--- config.mk ---
export PLATFORM = sky130hd
export DESIGN_NAME = master_pic_status
export DESIGN_NICKNAME = d
export VERILOG_FILES = /design/src/design/source_combiner.v /design/src/design/master_pic_status.v
export VERILOG_INCLUDE_DIRS = /design/src /design/src/design
export SDC_FILE = /design/constraint.sdc
export NUM_CORES = 1
export LEC_CHECK = 0
export BUFFER_PORTS_ARGS = -buffer_cell sky130_fd_sc_hd__buf_2
export CELL_PAD_IN_SITES_DETAIL_PLACEMENT = 1
export CELL_PAD_IN_SITES_GLOBAL_PLACEMENT = 2
export CORE_MARGIN = 8
export CORE_UTILIZATION = 33
export DETAILED_ROUTE_END_ITERATION = 8
export GPL_ROUTABILITY_DRIVEN = 0
export PLACE_DENSITY = 0.91
export SYNTH_ARGS = -nofsm -noshare
export SYNTH_HDL_FRONTEND = slang
export SYNTH_SLANG_ARGS = --single-unit
--- constraint.sdc ---
create_clock -name clk -period 3.37 [get_ports clk]
set_input_delay 0.1685 -clock clk [delete_from_list [all_inputs] [get_ports clk]]
set_output_delay 0.1685 -clock clk [all_outputs]
set_load 0.05 [all_outputs]
--- src/design/master_pic_map.vh ---
/*
 * Constants for the master interrupt controller command/status port:
 * port addresses, command word field positions, select codes, reset values.
 * Assumes it is included by bare name from design files.
 */
`ifndef MASTER_PIC_MAP_VH
`define MASTER_PIC_MAP_VH

// ==========================================================================
// port addresses
`define CMD_PORT_ADDR      16'h0020
`define DATA_PORT_ADDR     16'h0021

// ==========================================================================
// command port write decode
`define INIT_SEL_BIT       4
`define OP3_SEL_BIT        3
`define TRIG_MODE_BIT      3
`define VEC_INTERVAL_BIT   2
`define SINGLE_BIT         1
`define WORD4_NEEDED_BIT   0
`define READ_SEL_HI        1
`define READ_SEL_LO        0

// ==========================================================================
// read select codes and fixed values
`define SEL_REQUEST        2'h2
`define SEL_IN_SERVICE     2'h3
`define VEC_INTERVAL_FIXED 1'h1
`define WORD4_DEFAULT      8'h01

// ==========================================================================
// initialization sequence pointer codes
`define SEQ_IDLE           2'h0
`define SEQ_WORD2          2'h1
`define SEQ_WORD3          2'h2
`define SEQ_WORD4          2'h3

`endif

--- src/design/source_combiner.v ---
/*
 * Combines mapped interrupt sources onto the eight master request lines
 * and the single non-maskable line.
 * Assumes each source carries a 5-bit channel code from an outside mapping
 * register; codes 1,2,3,11,12,13,21,22 reach master inputs 0..7, 31 is NMI.
 */
`timescale 1ns/1ps

module source_combiner #(
    parameter NUM_SRC = 8
) (
    // sources and their mapping codes
    input  wire [NUM_SRC-1:0]   srcLevel,
    input  wire [NUM_SRC*5-1:0] srcMap,
    // combined lines
    output reg  [7:0]           chanReq,
    output reg                  nmiReq
);

    // ======================================================================
    // code of master channel n
    function [4:0] chanCode;
        input [2:0] n;
        begin
            case (n)
                3'h0:    chanCode = 5'h01;
                3'h1:    chanCode = 5'h02;
                3'h2:    chanCode = 5'h03;
                3'h3:    chanCode = 5'h0B;
                3'h4:    chanCode = 5'h0C;
                3'h5:    chanCode = 5'h0D;
                3'h6:    chanCode = 5'h15;
                default: chanCode = 5'h16;
            endcase
        end
    endfunction

    integer s;
    integer c;

    // ======================================================================
    // wired-or sharing: any source on a code drives that line
    always @* begin
        chanReq = 8'h00;
        nmiReq  = 1'b0;
        for (s = 0; s < NUM_SRC; s = s + 1) begin
            for (c = 0; c < 8; c = c + 1) begin
                if (srcMap[s*5 +: 5] == chanCode(c[2:0])) begin
                    chanReq[c] = chanReq[c] | srcLevel[s]; // RQ3
                end
            end
            if (srcMap[s*5 +: 5] == 5'h1F) begin
                nmiReq = nmiReq | srcLevel[s]; // RQ4
            end
        end
    end

endmodule

--- src/design/master_pic_status.v ---
/*
 * Master interrupt controller command/status port: status read-back
 * select, first initialization word, initialization word sequencing,
 * cascade folding of the two slave controllers onto channels 2 and 5.
 * Assumes a synchronous host I/O strobe interface on clk; request and
 * slave inputs come from pins and are synchronised here.
 */
// Functional notes
// RQ1 - remap sources only while channel masked
// RQ2 - map NMI sources while NMI enable clear
// RQ3 - sources sharing a channel are or-ed
// RQ4 - NMI sources share one NMI line
// RQ5 - request status shows eight live inputs
// RQ6 - requests latch until acknowledged; in level mode the latch here drops with its input
// RQ7 - select 0Ah then read gives requests
// RQ8 - bit 2 reflects any first-slave request
// RQ9 - bit 5 reflects any second-slave request
// RQ10 - in-service status holds eight levels
// RQ11 - select 0Bh then read gives in-service
// RQ12 - in-service bit 2 from first slave
// RQ13 - in-service bit 5 from second slave
// RQ14 - bit 4 set loads word one, sequence
// RQ15 - bit 4 clear: bit 3 picks op word
// RQ16 - software writes zero to reserved bits
// RQ17 - word-one bit 3 picks edge or level
// RQ18 - trigger bit only under global mode
// RQ19 - vector interval fixed at one
// RQ20 - single skips word three
// RQ21 - single mode bypasses slaves, input 0
// RQ22 - fourth word internal unless requested
// RQ23 - word one resets sequence and state
// RQ24 - software always writes words one, two
// RQ25 - read select 10/11 picks status
// RQ26 - default read returns request status
`timescale 1ns/1ps
`include "master_pic_map.vh"

module master_pic_status #(
    parameter NUM_SRC = 8
) (
    // clock and reset
    input  wire                 clk,
    input  wire                 rst,
    // host I/O port access
    input  wire [15:0]          ioAddr,
    input  wire                 ioWr,
    input  wire                 ioRd,
    input  wire [7:0]           ioWrData,
    output reg  [7:0]           ioRdData_ff,
    output reg                  ioRdValid_ff,
    // mapped interrupt sources
    input  wire [NUM_SRC-1:0]   srcLevel,
    input  wire [NUM_SRC*5-1:0] srcMap,
    // slave controller activity
    input  wire [7:0]           slaveOneReq,
    input  wire [7:0]           slaveTwoReq,
    input  wire [7:0]           slaveOneService,
    input  wire [7:0]           slaveTwoService,
    // acknowledge and end of interrupt per master level
    input  wire [7:0]           levelAck,
    input  wire [7:0]           levelEoi,
    // global control bits
    input  wire                 masterGlobalModeSelect,
    input  wire [7:0]           masterPerChannelMode,
    input  wire                 globalNonmaskableEnable,
    // outputs
    output reg  [7:0]           chanLevelMode_ff,
    output reg                  nmiOut_ff,
    output reg                  singleMode_ff,
    output reg  [7:0]           initWordTwo_ff,
    output reg  [7:0]           initWordThree_ff,
    output reg  [7:0]           initWordFour_ff,
    output reg  [7:0]           opWordTwo_ff,
    output reg                  opWordTwoStb_ff,
    output reg  [6:0]           opWordThree_ff,
    output reg                  opWordThreeStb_ff
);

    // ======================================================================
    // port decode
    // full 16-bit compare: aliases of the two ports are not decoded
    // reads of the data port get no answer from this block
    wire cmdWr  = ioWr && (ioAddr == `CMD_PORT_ADDR);
    wire dataWr = ioWr && (ioAddr == `DATA_PORT_ADDR);
    wire cmdRd  = ioRd && (ioAddr == `CMD_PORT_ADDR);
    wire initSel = ioWrData[`INIT_SEL_BIT];            // word one select

    // ======================================================================
    // pin synchronisers: stage one read only by stage two
    wire [7:0]  combReq;
    wire        combNmi;
    reg  [40:0] syncA_ff;
    reg  [40:0] syncB_ff;
    wire [40:0] rawIn = {combNmi, combReq, slaveOneReq, slaveTwoReq,
                         slaveOneService, slaveTwoService};

    source_combiner #(
        .NUM_SRC (NUM_SRC)
    ) u_comb (
        .srcLevel (srcLevel),
        .srcMap   (srcMap),
        .chanReq  (combReq),
        .nmiReq   (combNmi)
    );

    // two-stage capture of all asynchronous inputs
    // acknowledge and end of interrupt come from logic on clk and skip
    // this path; sources are combined first so one pair of stages serves
    // every source, at the cost of two cycles of latency
    always @(posedge clk) begin
        if (rst) begin
            syncA_ff <= 41'h0;
            syncB_ff <= 41'h0;
        end else begin
            syncA_ff <= rawIn;
            syncB_ff <= syncA_ff;
        end
    end

    // unpacked views of the second stage
    // the top bit carries the combined non-maskable line
    wire       sNmi   = syncB_ff[40];
    wire [7:0] sReq   = syncB_ff[39:32];
    wire [7:0] sS1Req = syncB_ff[31:24];
    wire [7:0] sS2Req = syncB_ff[23:16];
    wire [7:0] sS1Svc = syncB_ff[15:8];
    wire [7:0] sS2Svc = syncB_ff[7:0];

    // ======================================================================
    // configuration state
    // word one fields stay here until the next word one rewrites them
    reg        trigMode_ff;       // level when set
    reg        word4Needed_ff;    // software writes word four
    reg        vecInterval_ff;    // fixed spacing of four
    reg [1:0]  seqPtr_ff;         // initialization word pointer
    reg        readSelIsr_ff;     // status read select
    reg [7:0]  reqLatch_ff;       // latched requests
    reg [7:0]  prevReq_ff;        // for edge detection

    // ======================================================================
    // effective request inputs with cascade folding
    reg [7:0] effReq;
    reg [7:0] effSvc;
    // cascade mode: any request or level of a slave shows on its bit
    // in single mode a detached slave's in-service levels are not shown
    // slaves detached in single mode: their input 0 goes straight through
    always @* begin
        effReq = sReq;
        effSvc = 8'h00;
        if (singleMode_ff) begin
            effReq[2] = sReq[2] | sS1Req[0];                 // RQ21
            effReq[5] = sReq[5] | sS2Req[0];                 // RQ21
        end else begin
            effReq[2] = sReq[2] | (|sS1Req);                 // RQ8
            effReq[5] = sReq[5] | (|sS2Req);                 // RQ9
            effSvc[2] = |sS1Svc;                             // RQ12
            effSvc[5] = |sS2Svc;                             // RQ13
        end
    end

    // per-channel detection mode: global bit only under global mode
    // registered, so a mode change reaches the latch one cycle later
    wire [7:0] nxt_chanLevelMode = masterGlobalModeSelect ?
                                   {8{trigMode_ff}} : masterPerChannelMode; // RQ18

    // ======================================================================
    // request latch: edge or level capture, held until acknowledged
    // edge mode needs a low-to-high step seen against prevReq_ff
    // level mode drops the latch as soon as the input drops
    wire [7:0] reqEvent = (chanLevelMode_ff & effReq) |
                          (~chanLevelMode_ff & effReq & ~prevReq_ff);     // RQ17
    // a new event beats an acknowledge in the same cycle
    wire [7:0] nxt_reqLatch = (reqEvent | (reqLatch_ff & ~levelAck)) &
                              (effReq | ~chanLevelMode_ff);               // RQ6

    // live inputs or held events are visible
    // a latched edge stays visible after its input has gone low
    wire [7:0] reqStatus = effReq | reqLatch_ff;                         // RQ5

    // ======================================================================
    // in-service levels: set on acknowledge, cleared on end of interrupt
    // acknowledge wins over end of interrupt when both land together
    reg [7:0] inService_ff;
    wire [7:0] nxt_inService = (inService_ff & ~levelEoi) | levelAck;
    wire [7:0] svcStatus = inService_ff | effSvc;                        // RQ10

    // ======================================================================
    // command and data port writes
    // word one outranks the op words: bit 4 is tested first
    // op word strobes are one-cycle pulses, dropped every cycle by default
    always @(posedge clk) begin
        if (rst) begin
            trigMode_ff       <= 1'b0;
            singleMode_ff     <= 1'b0;
            word4Needed_ff    <= 1'b0;
            vecInterval_ff    <= `VEC_INTERVAL_FIXED;
            seqPtr_ff         <= `SEQ_IDLE;
            readSelIsr_ff     <= 1'b0;
            initWordTwo_ff    <= 8'h00;
            initWordThree_ff  <= 8'h00;
            initWordFour_ff   <= 8'h00;
            opWordTwo_ff      <= 8'h00;
            opWordTwoStb_ff   <= 1'b0;
            opWordThree_ff    <= 7'h00;
            opWordThreeStb_ff <= 1'b0;
        end else begin
            opWordTwoStb_ff   <= 1'b0;
            opWordThreeStb_ff <= 1'b0;
            if (cmdWr && initSel) begin
                // word one: capture fields, restart sequence
                trigMode_ff    <= ioWrData[`TRIG_MODE_BIT];              // RQ17
                singleMode_ff  <= ioWrData[`SINGLE_BIT];                 // RQ20
                word4Needed_ff <= ioWrData[`WORD4_NEEDED_BIT];
                vecInterval_ff <= `VEC_INTERVAL_FIXED;                   // RQ19
                seqPtr_ff      <= `SEQ_WORD2;                            // RQ23
                readSelIsr_ff  <= 1'b0;                                  // RQ26
                // word four is filled in only when software will not write it
                if (!ioWrData[`WORD4_NEEDED_BIT]) begin
                    initWordFour_ff <= `WORD4_DEFAULT;                   // RQ22
                end
            end else if (cmdWr) begin
                // bit 3 picks which operation word
                if (ioWrData[`OP3_SEL_BIT]) begin
                    opWordThree_ff    <= ioWrData[6:0];                  // RQ15
                    opWordThreeStb_ff <= 1'b1;
                    // select codes 00 and 01 leave the status choice alone
                    if (ioWrData[`READ_SEL_HI]) begin
                        readSelIsr_ff <= ioWrData[`READ_SEL_LO];         // RQ25
                    end
                end else begin
                    opWordTwo_ff    <= ioWrData;                         // RQ15
                    opWordTwoStb_ff <= 1'b1;
                end
            end else if (dataWr) begin
                // data port walks the initialization words
                case (seqPtr_ff)
                    `SEQ_WORD2: begin
                        // word two always comes; the rest follows word one
                        initWordTwo_ff <= ioWrData;                      // RQ14
                        if (!singleMode_ff) begin
                            seqPtr_ff <= `SEQ_WORD3;                     // RQ20
                        end else if (word4Needed_ff) begin
                            seqPtr_ff <= `SEQ_WORD4;                     // RQ20
                        end else begin
                            seqPtr_ff <= `SEQ_IDLE;                      // RQ22
                        end
                    end
                    `SEQ_WORD3: begin
                        // only reached in cascade mode
                        initWordThree_ff <= ioWrData;                    // RQ14
                        seqPtr_ff <= word4Needed_ff ? `SEQ_WORD4 : `SEQ_IDLE; // RQ22
                    end
                    `SEQ_WORD4: begin
                        // an explicit fourth word overrides the default
                        initWordFour_ff <= ioWrData;                     // RQ22
                        seqPtr_ff       <= `SEQ_IDLE;
                    end
                    default: begin
                        // outside a sequence the data port is not ours
                        seqPtr_ff <= `SEQ_IDLE;
                    end
                endcase
            end
        end
    end

    // ======================================================================
    // status latches and outputs
    // prevReq_ff follows the folded inputs so a cascade edge is caught too
    always @(posedge clk) begin
        if (rst) begin
            reqLatch_ff      <= 8'h00;
            prevReq_ff       <= 8'h00;
            inService_ff     <= 8'h00;
            chanLevelMode_ff <= 8'h00;
            nmiOut_ff        <= 1'b0;
        end else begin
            reqLatch_ff      <= nxt_reqLatch;
            prevReq_ff       <= effReq;
            inService_ff     <= nxt_inService;
            chanLevelMode_ff <= nxt_chanLevelMode;
            // the gate sits after the synchroniser, so enabling acts at the next clock edge
            // NMI passes only while the global enable is set
            nmiOut_ff        <= sNmi & globalNonmaskableEnable;          // RQ4
        end
    end

    // ======================================================================
    // command port read: one-cycle answer after the strobe
    // the valid pulse stands one cycle; the data stays until the next read
    // a read of any other address leaves the data untouched and the valid low
    // the select is read as it stood before the read edge
    always @(posedge clk) begin
        if (rst) begin
            ioRdData_ff  <= 8'h00;
            ioRdValid_ff <= 1'b0;
        end else begin
            ioRdValid_ff <= cmdRd;
            if (cmdRd) begin
                ioRdData_ff <= readSelIsr_ff ? svcStatus : reqStatus;    // RQ7 RQ11
            end
        end
    end

endmodule

# Word-level counts from Yosys, hierarchy flattened
# Cells that the tools add are included.
word_totals:
  reg_bits: 170
  in_bits: 134
  output_inout_bits: 60
  elab_cells: 299
op_classes:
  n_eq_ne: 79
  muxes: 91
  bitwise: 87
  reduce_logical: 20
ops:
  columns: ["op", "count"]
  rows:
  - ["equality test 5 x 4 -> 1 bit, second input constant", 24]
  - ["equality test 5 bit, second input constant", 24]
  - ["2-to-1 mux 1 bit", 81]
  - ["equality test 5 x 2 -> 1 bit, second input constant", 16]
  - ["OR 1 bit", 67]
  - ["2-to-1 mux 8 bit", 7]
  - ["AND 8 bit", 6]
  - ["equality test 5 x 1 -> 1 bit, second input constant", 8]
  - ["OR 8 bit", 5]
  - ["equality test 16 x 6 -> 1 bit, second input constant", 2]
  - ["NOT 8 bit", 4]
  - ["OR reduction 8 bit", 4]
  - ["AND reduction 4 bit", 3]
  - ["AND reduction 3 bit", 3]
  - ["OR 8 x 6 -> 8 bit", 1]
  - ["equality test 2 bit, second input constant", 2]
  - ["logical AND 1 bit", 4]
  - ["2-to-1 mux 2 bit", 2]
  - ["one-hot mux 2 bit (2 select lines)", 1]
  - ["AND reduction 2 bit", 2]
  - ["nonzero test 2 bit", 2]
  - ["NOT 1 bit", 3]
  - ["OR reduction 3 bit", 1]
  - ["equality test 2 x 1 -> 1 bit, second input constant", 1]
  - ["other kinds (4)", 4]

# Logic depth before layout (Yosys ltp)
# Gate-level depths: netlist of run 1.
depth:
  word_depth: 16
  ltp_mapped: 6
  mapped_depth_nobuf: 6

# Modules after synthesis
# From an unflattened synthesis of run 1, not the netlist that was laid out.
hier_totals:
  hier_cells: 741
  area_unflattened_um2: 6785.3
by_module_without_submodules:
  columns: ["mod", "n_inst", "cells_per_inst", "area_each_um2", "seq_area_each_um2"]
  rows:
  - ["master_pic_status", 1, 607, 5919.4, 3403.3]
  - ["source_combiner", 1, 134, 865.8, 0.0]

# Least setup slack after synthesis of run 1
# No wires, ideal clock.
synth_path:
  path_kind: "reg2reg"
  start: "register singleMode_ff"
  end: "register seqPtr_ff[0]"
  setup_time_ns: 0.091
  arrival_time_ns: 1.490
  required_time_ns: 3.279
  path_slack_ns: 1.789
  path_stages_with_launch: 4
  n_path_buf: 0
  synth_period_minus_slack_ns: 1.581
  path_cell_list: "dfxtp_1 a21oi_1 or3b_2 a311oi_1"
synth_via:
  elab_chain_cells: 5
synth_rtl:
  columns: ["element", "line", "text"]
  rows:
  - ["start: declaration", "master_pic_status.v:69", "output reg singleMode_ff,"]
  - ["start signal: assignment", "master_pic_status.v:212", "singleMode_ff <= ioWrData[`SINGLE_BIT];"]
  - ["2-to-1 mux 2 bit", "master_pic_status.v:240", "if (!singleMode_ff) begin"]
  - ["one-hot mux 2 bit (2 select lines)", "master_pic_status.v:236", "case (seqPtr_ff)"]
  - ["2-to-1 mux 1 bit", "master_pic_status.v:234", "end else if (dataWr) begin"]
  - ["2-to-1 mux 1 bit", "master_pic_status.v:221", "end else if (cmdWr) begin"]
  - ["2-to-1 mux 1 bit", "master_pic_status.v:209", "if (cmdWr && initSel) begin"]
  - ["end signal: assignment", "master_pic_status.v:215", "seqPtr_ff <= `SEQ_WORD2;"]
  - ["end signal: assignment", "master_pic_status.v:241", "seqPtr_ff <= `SEQ_WORD3;"]
  - ["end signal: assignment", "master_pic_status.v:243", "seqPtr_ff <= `SEQ_WORD4;"]
  - ["end: declaration", "master_pic_status.v:135", "reg [1:0] seqPtr_ff;"]
# Every way passes these cells. The select of a mux whose other input is x is not followed.
# A chain may end at the register's enable or synchronous reset.

# Worst setup path in the final report of run 1
layout_path:
  start: "input ioAddr[9]"
  end: "register opWordTwo_ff[7]"
layout_via:
  elab_chain_cells: 5
layout_rtl:
  columns: ["element", "line", "text"]
  rows:
  - ["start: declaration", "master_pic_status.v:45", "input wire [15:0] ioAddr,"]
  - ["equality test 16 x 6 -> 1 bit (no source line) *", null, null]
  - ["logical AND 1 bit *", "master_pic_status.v:83", "wire cmdWr = ioWr && (ioAddr == `CMD_PORT_ADDR);"]
  - ["logical AND 1 bit", "master_pic_status.v:209", null]
  - ["NOT 1 bit (no source line)", null, null]
  - ["AND reduction 3 bit (no source line) *", null, null]
  - ["end signal: assignment", "master_pic_status.v:231", "opWordTwo_ff <= ioWrData;"]
  - ["end: declaration", "master_pic_status.v:73", "output reg [7:0] opWordTwo_ff,"]
# Mark *: on every way between the ends. The rest lies on a longest branch, timed or not.

==> flow_metrics.env, run 1 <==
export IMPL_vias=6274
export IMPL_grt_max_degree=102
export IMPL_finalSetupViolations=0
export IMPL_postLayoutCoreUtil_pct=44.4
export IMPL_cts_resized=0
export IMPL_rsz0062_at_grt="false"
export IMPL_drive_gt1_share_pct=24.5
export IMPL_initial_core_util_pct=33.5
export IMPL_dp_hpwl_um=16000
export IMPL_fin_area_um2=8950
export IMPL_async_flop_share_pct=0
export IMPL_power_density_nw_per_um2=481
export IMPL_die_area_um2=25300
export IMPL_cts_htree_levels=4
export IMPL_max_slew_margin_pct=27.5
export IMPL_hold_buffers=48
export IMPL_grtUsageTotal_pct=17.4
export IMPL_finalMaxSlewViolations=0
export IMPL_cts_tree="yes"
export IMPL_avgSynthCellArea_um2=8.97
export IMPL_syn_num_nets=889
export IMPL_syn2layout_area_growth_pct=32.6
export IMPL_synth_main_ff_cell="dfxtp_1"
export IMPL_slowest_delay_ns=0.78
export IMPL_synthCells=752
export IMPL_drc=0
export IMPL_hold_violations=0
export IMPL_drt_iter0_markers=303
export IMPL_cts_setup_buffers=0
export IMPL_min_from="levelEoi[0]"
export IMPL_synth_seq_cells=170
export IMPL_grt_pass1_wl_um=35800
export IMPL_root_buffer="clkbuf_16"
export IMPL_startpoint="ioAddr[9]"
export IMPL_endpoint_kind="flip-flop"
export IMPL_worst_path_max_delay_cell="and4_1"
export IMPL_io_pins=194
export IMPL_worst_slew_pin_slew_ns=1.09
export IMPL_layout_common_cells="buf_2, dfxtp_1, nor2b_1"
export IMPL_avgViaCountPerCell=4.97
export IMPL_synth_seq_area_share_pct=50.4
export IMPL_fin_crit_sh_pct=51.3
export IMPL_wl_per_cell_um=17.4
export IMPL_path_cells="buf_2 > nor4_1 > and4_1 > buf_4 > nand3_1 > a21oi_1"
export IMPL_core_area_um2=20200
export IMPL_cts_made_buffers=17
export IMPL_ys_warn_count=0
export IMPL_fin_crit_ns=1.73
export IMPL_clock_skew_ns=0.0101
export IMPL_grt_overflow_total=0
export IMPL_p_leak_nw=3.59
export IMPL_die_w_um=159
export IMPL_synth_cell_type_count=44
export IMPL_reg2reg_slack_ns=1.70
export IMPL_placed_cell_area_um2=7920
export IMPL_syn_area_um2=6750
export IMPL_grt_pass1_vias=6636
export IMPL_fin_nets=1115
export IMPL_nFillCells=2438
export IMPL_ant_nets=0
export IMPL_place_port_buffers=192
export IMPL_critical_path_required_ns=3.71
export IMPL_arrival_ns=2.07
export IMPL_synth_edf_count=0
export IMPL_clockBufferDepth=2
export IMPL_worstSetupPathType="primary input to flip-flop"
export IMPL_grt_antenna_before_repair=1
export IMPL_drt_pass1_iter_count=4
export IMPL_fin_tns_setup_ns=0
export IMPL_r2r_start="seqPtr_ff[0]"
export IMPL_hp_class="primary input to flip-flop"
export IMPL_row_count=52
export IMPL_start_kind="primary input"
export IMPL_die_h_um=159
export IMPL_fmax_mhz=579
export IMPL_status="completed"
export IMPL_insertion_delay_ns=0.43
export IMPL_postRouteWirelength_um=22000
export IMPL_clk_pin_slew_ns=0.07
export IMPL_final_common_cell="buf_2"
export IMPL_cp_max_fo=19
export IMPL_vdd_drop_max_mv=0.304
export IMPL_cts_sinks=170
export IMPL_drv_cap=0
-- sequential cells by signal, summed over array words and instances, names as in the netlist, 2 cells and up --
name	flops
chanLevelMode_ff	8
inService_ff	8
initWordFour_ff	8
initWordThree_ff	8
initWordTwo_ff	8
ioRdData_ff	8
opWordThree_ff	7
opWordTwo_ff	7
prevReq_ff	8
reqLatch_ff	8
seqPtr_ff	2
syncA_ff	41
syncB_ff	41
-- path summary, 6_finish.rpt --
path,cells past startpoint,to
max,6,opWordTwo_ff[7]
min,4,inService_ff[0]
max reg2reg,4,seqPtr_ff[0]
min reg2reg,2,nmiOut_ff
-- kinds of logic after synthesis --
| family | count (synthesis) | synth area share (%) |
|---|---|---|
| multiplexers | 9 | 1.33 |
| AND/OR/NAND/NOR | 350 | 30.6 |
| other | 1 | 0.0556 |
| flip-flops | 170 | 50.4 |
| AO/OA/AOI/OAI | 160 | 13.2 |
| buffers and inverters | 59 | 3.80 |
| adder cells (fa/ha/maj) | 3 | 0.556 |
-- metrics by stage --
stage,setup slack [ns],total power [mW],hold slack (ns),instances
after floorplan,1.79,2.30,0.282,752
after global placement,1.35,2.46,0.376,1181
after detailed placement,1.24,2.47,0.384,1181
after CTS,1.69,4.36,0.00684,1261
after global routing,1.46,4.49,0.0310,1262
final,1.64,4.31,0.0298,1262
-- report_power, final --
group | total [mW] | internal (mW) | leakage, nW | switching, mW
clock | 1.83 | 0.983 | 0.265 | 0.850
sequential | 2.09 | 2.07 | 1.39 | 0.0218
combinational | 0.385 | 0.176 | 1.93 | 0.209
total | 4.31 | 3.23 | 3.59 | 1.08
-- worst max-delay path: cells and delay by family --
family / cells / cell delay [ns]
buffers and inverters: 2 / 0.39
and+or+nand+nor: 3 / 1.31
AOI/OAI and AO/OA: 1 / 0.19
-- layout make-up --
type / count / area, um^2 / share of cell area [%]
sequential: 170 / 3400 / 38.0
multi-input combinational: 523 / 3090 / 34.5
timing repair buffer: 244 / 1490 / 16.6
clock buffer: 19 / 443 / 4.95
tap: 270 / 338 / 3.77
clock inverter: 13 / 108 / 1.20
inverter: 22 / 82.6 / 0.922
antenna: 1 / 2.50 / 0.0280
-- per-layer routing --
layer / part of all wire (%) / GRT usage (%)
met5: 0 / 0
met3: 4.7 / 4.11
met2: 49 / 29.7
met4: 1.5 / 5.75
met1: 44 / 21.0
-- cells in the mapped netlist, types with 3 or more instances --
| master | instances | area, um^2 |
|---|---|---|
| dfxtp_1 | 170 | 3400 |
| nor2b_1 | 80 | 500 |
| a21oi_1 | 76 | 380 |
| nand2b_1 | 45 | 282 |
| nor2_1 | 45 | 169 |
| o21ai_0 | 40 | 200 |
| nand2_1 | 35 | 131 |
| nand3_1 | 29 | 145 |
| clkbuf_1 | 26 | 97.6 |
| nor3_1 | 24 | 120 |
| inv_1 | 22 | 82.6 |
| nor4_1 | 20 | 125 |
| nand4_1 | 15 | 93.8 |
| o22ai_1 | 15 | 93.8 |
| o31ai_1 | 12 | 90.1 |
| nand4b_1 | 10 | 87.6 |
| a31oi_1 | 9 | 56.3 |
| mux2i_1 | 9 | 90.1 |
| nor4b_1 | 7 | 61.3 |
| or4b_2 | 6 | 60.1 |
| and2_1 | 5 | 31.3 |
| buf_2 | 4 | 20.0 |
| nand3b_1 | 4 | 30.0 |
| nor3b_1 | 4 | 30.0 |
| a311oi_1 | 3 | 26.3 |
| and3_1 | 3 | 18.8 |
| and4_1 | 3 | 26.3 |
| buf_6 | 3 | 33.8 |
| ha_1 | 3 | 37.5 |
| nand3_2 | 3 | 30.0 |
(Power assumes the default switching activity.)
==> inputs of run 2 (changes only) <==
--- a/config.mk
+++ b/config.mk
@@ -10,10 +10,10 @@
 export CELL_PAD_IN_SITES_DETAIL_PLACEMENT = 1
 export CELL_PAD_IN_SITES_GLOBAL_PLACEMENT = 2
 export CORE_MARGIN = 8
-export CORE_UTILIZATION = 33
+export CORE_UTILIZATION = 30
 export DETAILED_ROUTE_END_ITERATION = 8
 export GPL_ROUTABILITY_DRIVEN = 0
-export PLACE_DENSITY = 0.91
+export PLACE_DENSITY = 0.85
 export SYNTH_ARGS = -nofsm -noshare
 export SYNTH_HDL_FRONTEND = slang
 export SYNTH_SLANG_ARGS = --single-unit
==> constraint.sdc (replaced) <==
create_clock -name clk -period 1.7 [get_ports clk]
set_input_delay 0.085 -clock clk [delete_from_list [all_inputs] [get_ports clk]]
set_output_delay 0.085 -clock clk [all_outputs]
set_load 0.05 [all_outputs]
==> flow_metrics.env, run 2 (synthesis gave the netlist of run 1 again) <==
export IMPL_p_seq_share_pct=47.6
export IMPL_grtUsageTotal_pct=16.3
export IMPL_wl_per_cell_um=17.2
export IMPL_finalSetupViolations=0
export IMPL_die_area_um2=27600
export IMPL_setup_ws_ns=0.146
export IMPL_fin_crit_ns=1.55
export IMPL_insertion_delay_ns=0.42
export IMPL_clockBufferDepth=2
export IMPL_n_antenna_cell=0
export IMPL_place_port_buffers=192
export IMPL_finalMaxSlewViolations=0
export IMPL_layout_common_cells="buf_2, dfxtp_1, nor2b_1"
export IMPL_grt_pass1_wl_um=36200
export IMPL_drt_iter0_markers=393
export IMPL_power_switching_mw=2.10
export IMPL_cts_made_buffers=17
export IMPL_hold_buffers=64
export IMPL_clock_skew_ns=0.0121
export IMPL_grt_overflow_total=0
export IMPL_nFillCells=2659
export IMPL_cts_tree="yes"
export IMPL_hp_class="primary input to flip-flop"
export IMPL_initial_core_util_pct=30.2
export IMPL_final_common_cell="buf_2"
export IMPL_cts_htree_levels=4
export IMPL_endpoint_kind="flip-flop"
export IMPL_worst_slew_pin_slew_ns=0.543
export IMPL_drt_pass1_iter_count=4
export IMPL_hold_violations=0
export IMPL_p_leak_nw=3.76
export IMPL_cts_setup_buffers=0
export IMPL_grt_pass1_vias=6649
export IMPL_cp_max_fo=4
export IMPL_avgViaCountPerCell=4.84
export IMPL_vias=6325
export IMPL_fin_nets=1147
export IMPL_core_area_um2=22400
export IMPL_fin_tns_setup_ns=0
export IMPL_fin_crit_sh_pct=91.4
export IMPL_die_w_um=166
export IMPL_critical_path_required_ns=2.03
export IMPL_arrival_ns=1.88
export IMPL_fmax_mhz=643
export IMPL_drv_cap=0
export IMPL_p_int_mw=6.60
export IMPL_postRouteWirelength_um=22500
export IMPL_root_buffer="clkbuf_16"
export IMPL_clk_pin_slew_ns=0.07
export IMPL_drive_gt1_share_pct=25.3
export IMPL_grt_max_degree=63
export IMPL_grt_antenna_before_repair=0
export IMPL_place_ws_ns=0.0250
export IMPL_io_pins=194
export IMPL_cts_sinks=170
export IMPL_syn2layout_area_growth_pct=37.8
export IMPL_worstSetupPathType="flip-flop to flip-flop"
export IMPL_vdd_drop_max_mv=0.510
export IMPL_multi_input_area_um2=3090
export IMPL_row_count=55
export IMPL_ant_nets=0
export IMPL_power_frac_clock_pct=43.0
export IMPL_power_density_nw_per_um2=935
export IMPL_switching_share_pct=24.2
export IMPL_start_kind="flip-flop"
export IMPL_cts_resized=0
export IMPL_die_h_um=166
export IMPL_dp_hpwl_um=16500
export IMPL_biggestRegsByFlops="syncA_ff (41), syncB_ff (41)"
export IMPL_seqCellArea_um2=3400
export IMPL_pwr_share_comb_pct=9.4
export IMPL_max_slew_margin_pct=63.8
export IMPL_drc=0
export IMPL_rsz0062_at_grt="false"
export IMPL_status="completed"
## run 2: changes by cell type in the layout (fill, tap and decap cells not counted)
| cell | previous run | this run |
|---|---|---|
| buf_12 | 1 | 4 |
| clkinv_4 | 0 | 2 |
| diode_2 | 1 | 0 |
| inv_6 | 6 | 3 |
| clkbuf_8 | 1 | 2 |
| inv_8 | 2 | 1 |
| clkbuf_1 | 1 | 0 |
| dlygate4sd3_1 | 48 | 64 |
| clkinv_2 | 2 | 1 |
| buf_4 | 4 | 17 |
| bufinv_16 | 0 | 1 |
## run 2: final timing paths
path,from,endpoint,slack [ns],depth (start not counted)
max,seqPtr_ff[0],seqPtr_ff[0],0.15,4
min,ioWrData[4],initWordTwo_ff[4],0.03,3
max reg2reg,seqPtr_ff[0],seqPtr_ff[0],0.15,4
min reg2reg,syncB_ff[40],nmiOut_ff,0.42,2
## run 2: final cells by class
class,count,share of cell area (%)
clock buffers,19,4.87
well taps,285,3.83
clock inverters,11,1.21
multi-input cells,523,33.2
flip-flops and latches,170,36.6
inverters,22,0.888
repair buffers,276,19.4
## run 2: power groups by stage
stage               sequential [mW]  clock (mW)  combinational [mW]
floorplan                      4.25           0               0.317
CTS                            4.14        3.85               0.811
global route                   4.15        4.02               0.898
detailed placement             4.24           0               0.689
global placement               4.23           0               0.680
finish                         4.15        3.74               0.818
## run 2: layer usage
layer	part of all wire [%]	global-route usage (%)	vias up
met1	46	20.2	2948
li1	-	-	3173
met4	1.5	5.06	0
met3	5.1	4.25	25
met5	0	0	-
met2	48	27.2	179
## run 2: through the flow
| step | instances | instance area (um^2) | hold WS [ns] | power, mW | utilization (%) |
|---|---|---|---|---|---|
| after floorplan | 752 | 6750 | 0.199 | 4.56 | - |
| after global placement | 1212 | 8100 | 0.292 | 4.91 | 36.2 |
| after detailed placement | 1212 | 8100 | 0.301 | 4.92 | 36.2 |
| after CTS | 1306 | 9300 | 0.00159 | 8.80 | 41.6 |
| after global routing | 1306 | 9300 | 0.0216 | 9.07 | 41.6 |
| final | 1306 | 9300 | 0.0338 | 8.70 | 41.6 |
## run 2: worst max-delay path, cell delays in order, from the launching register on
cell,delay [ns]
dfxtp_1,0.38
inv_1,0.06
ha_1,0.30
or3b_2,0.46
a311oi_1,0.26
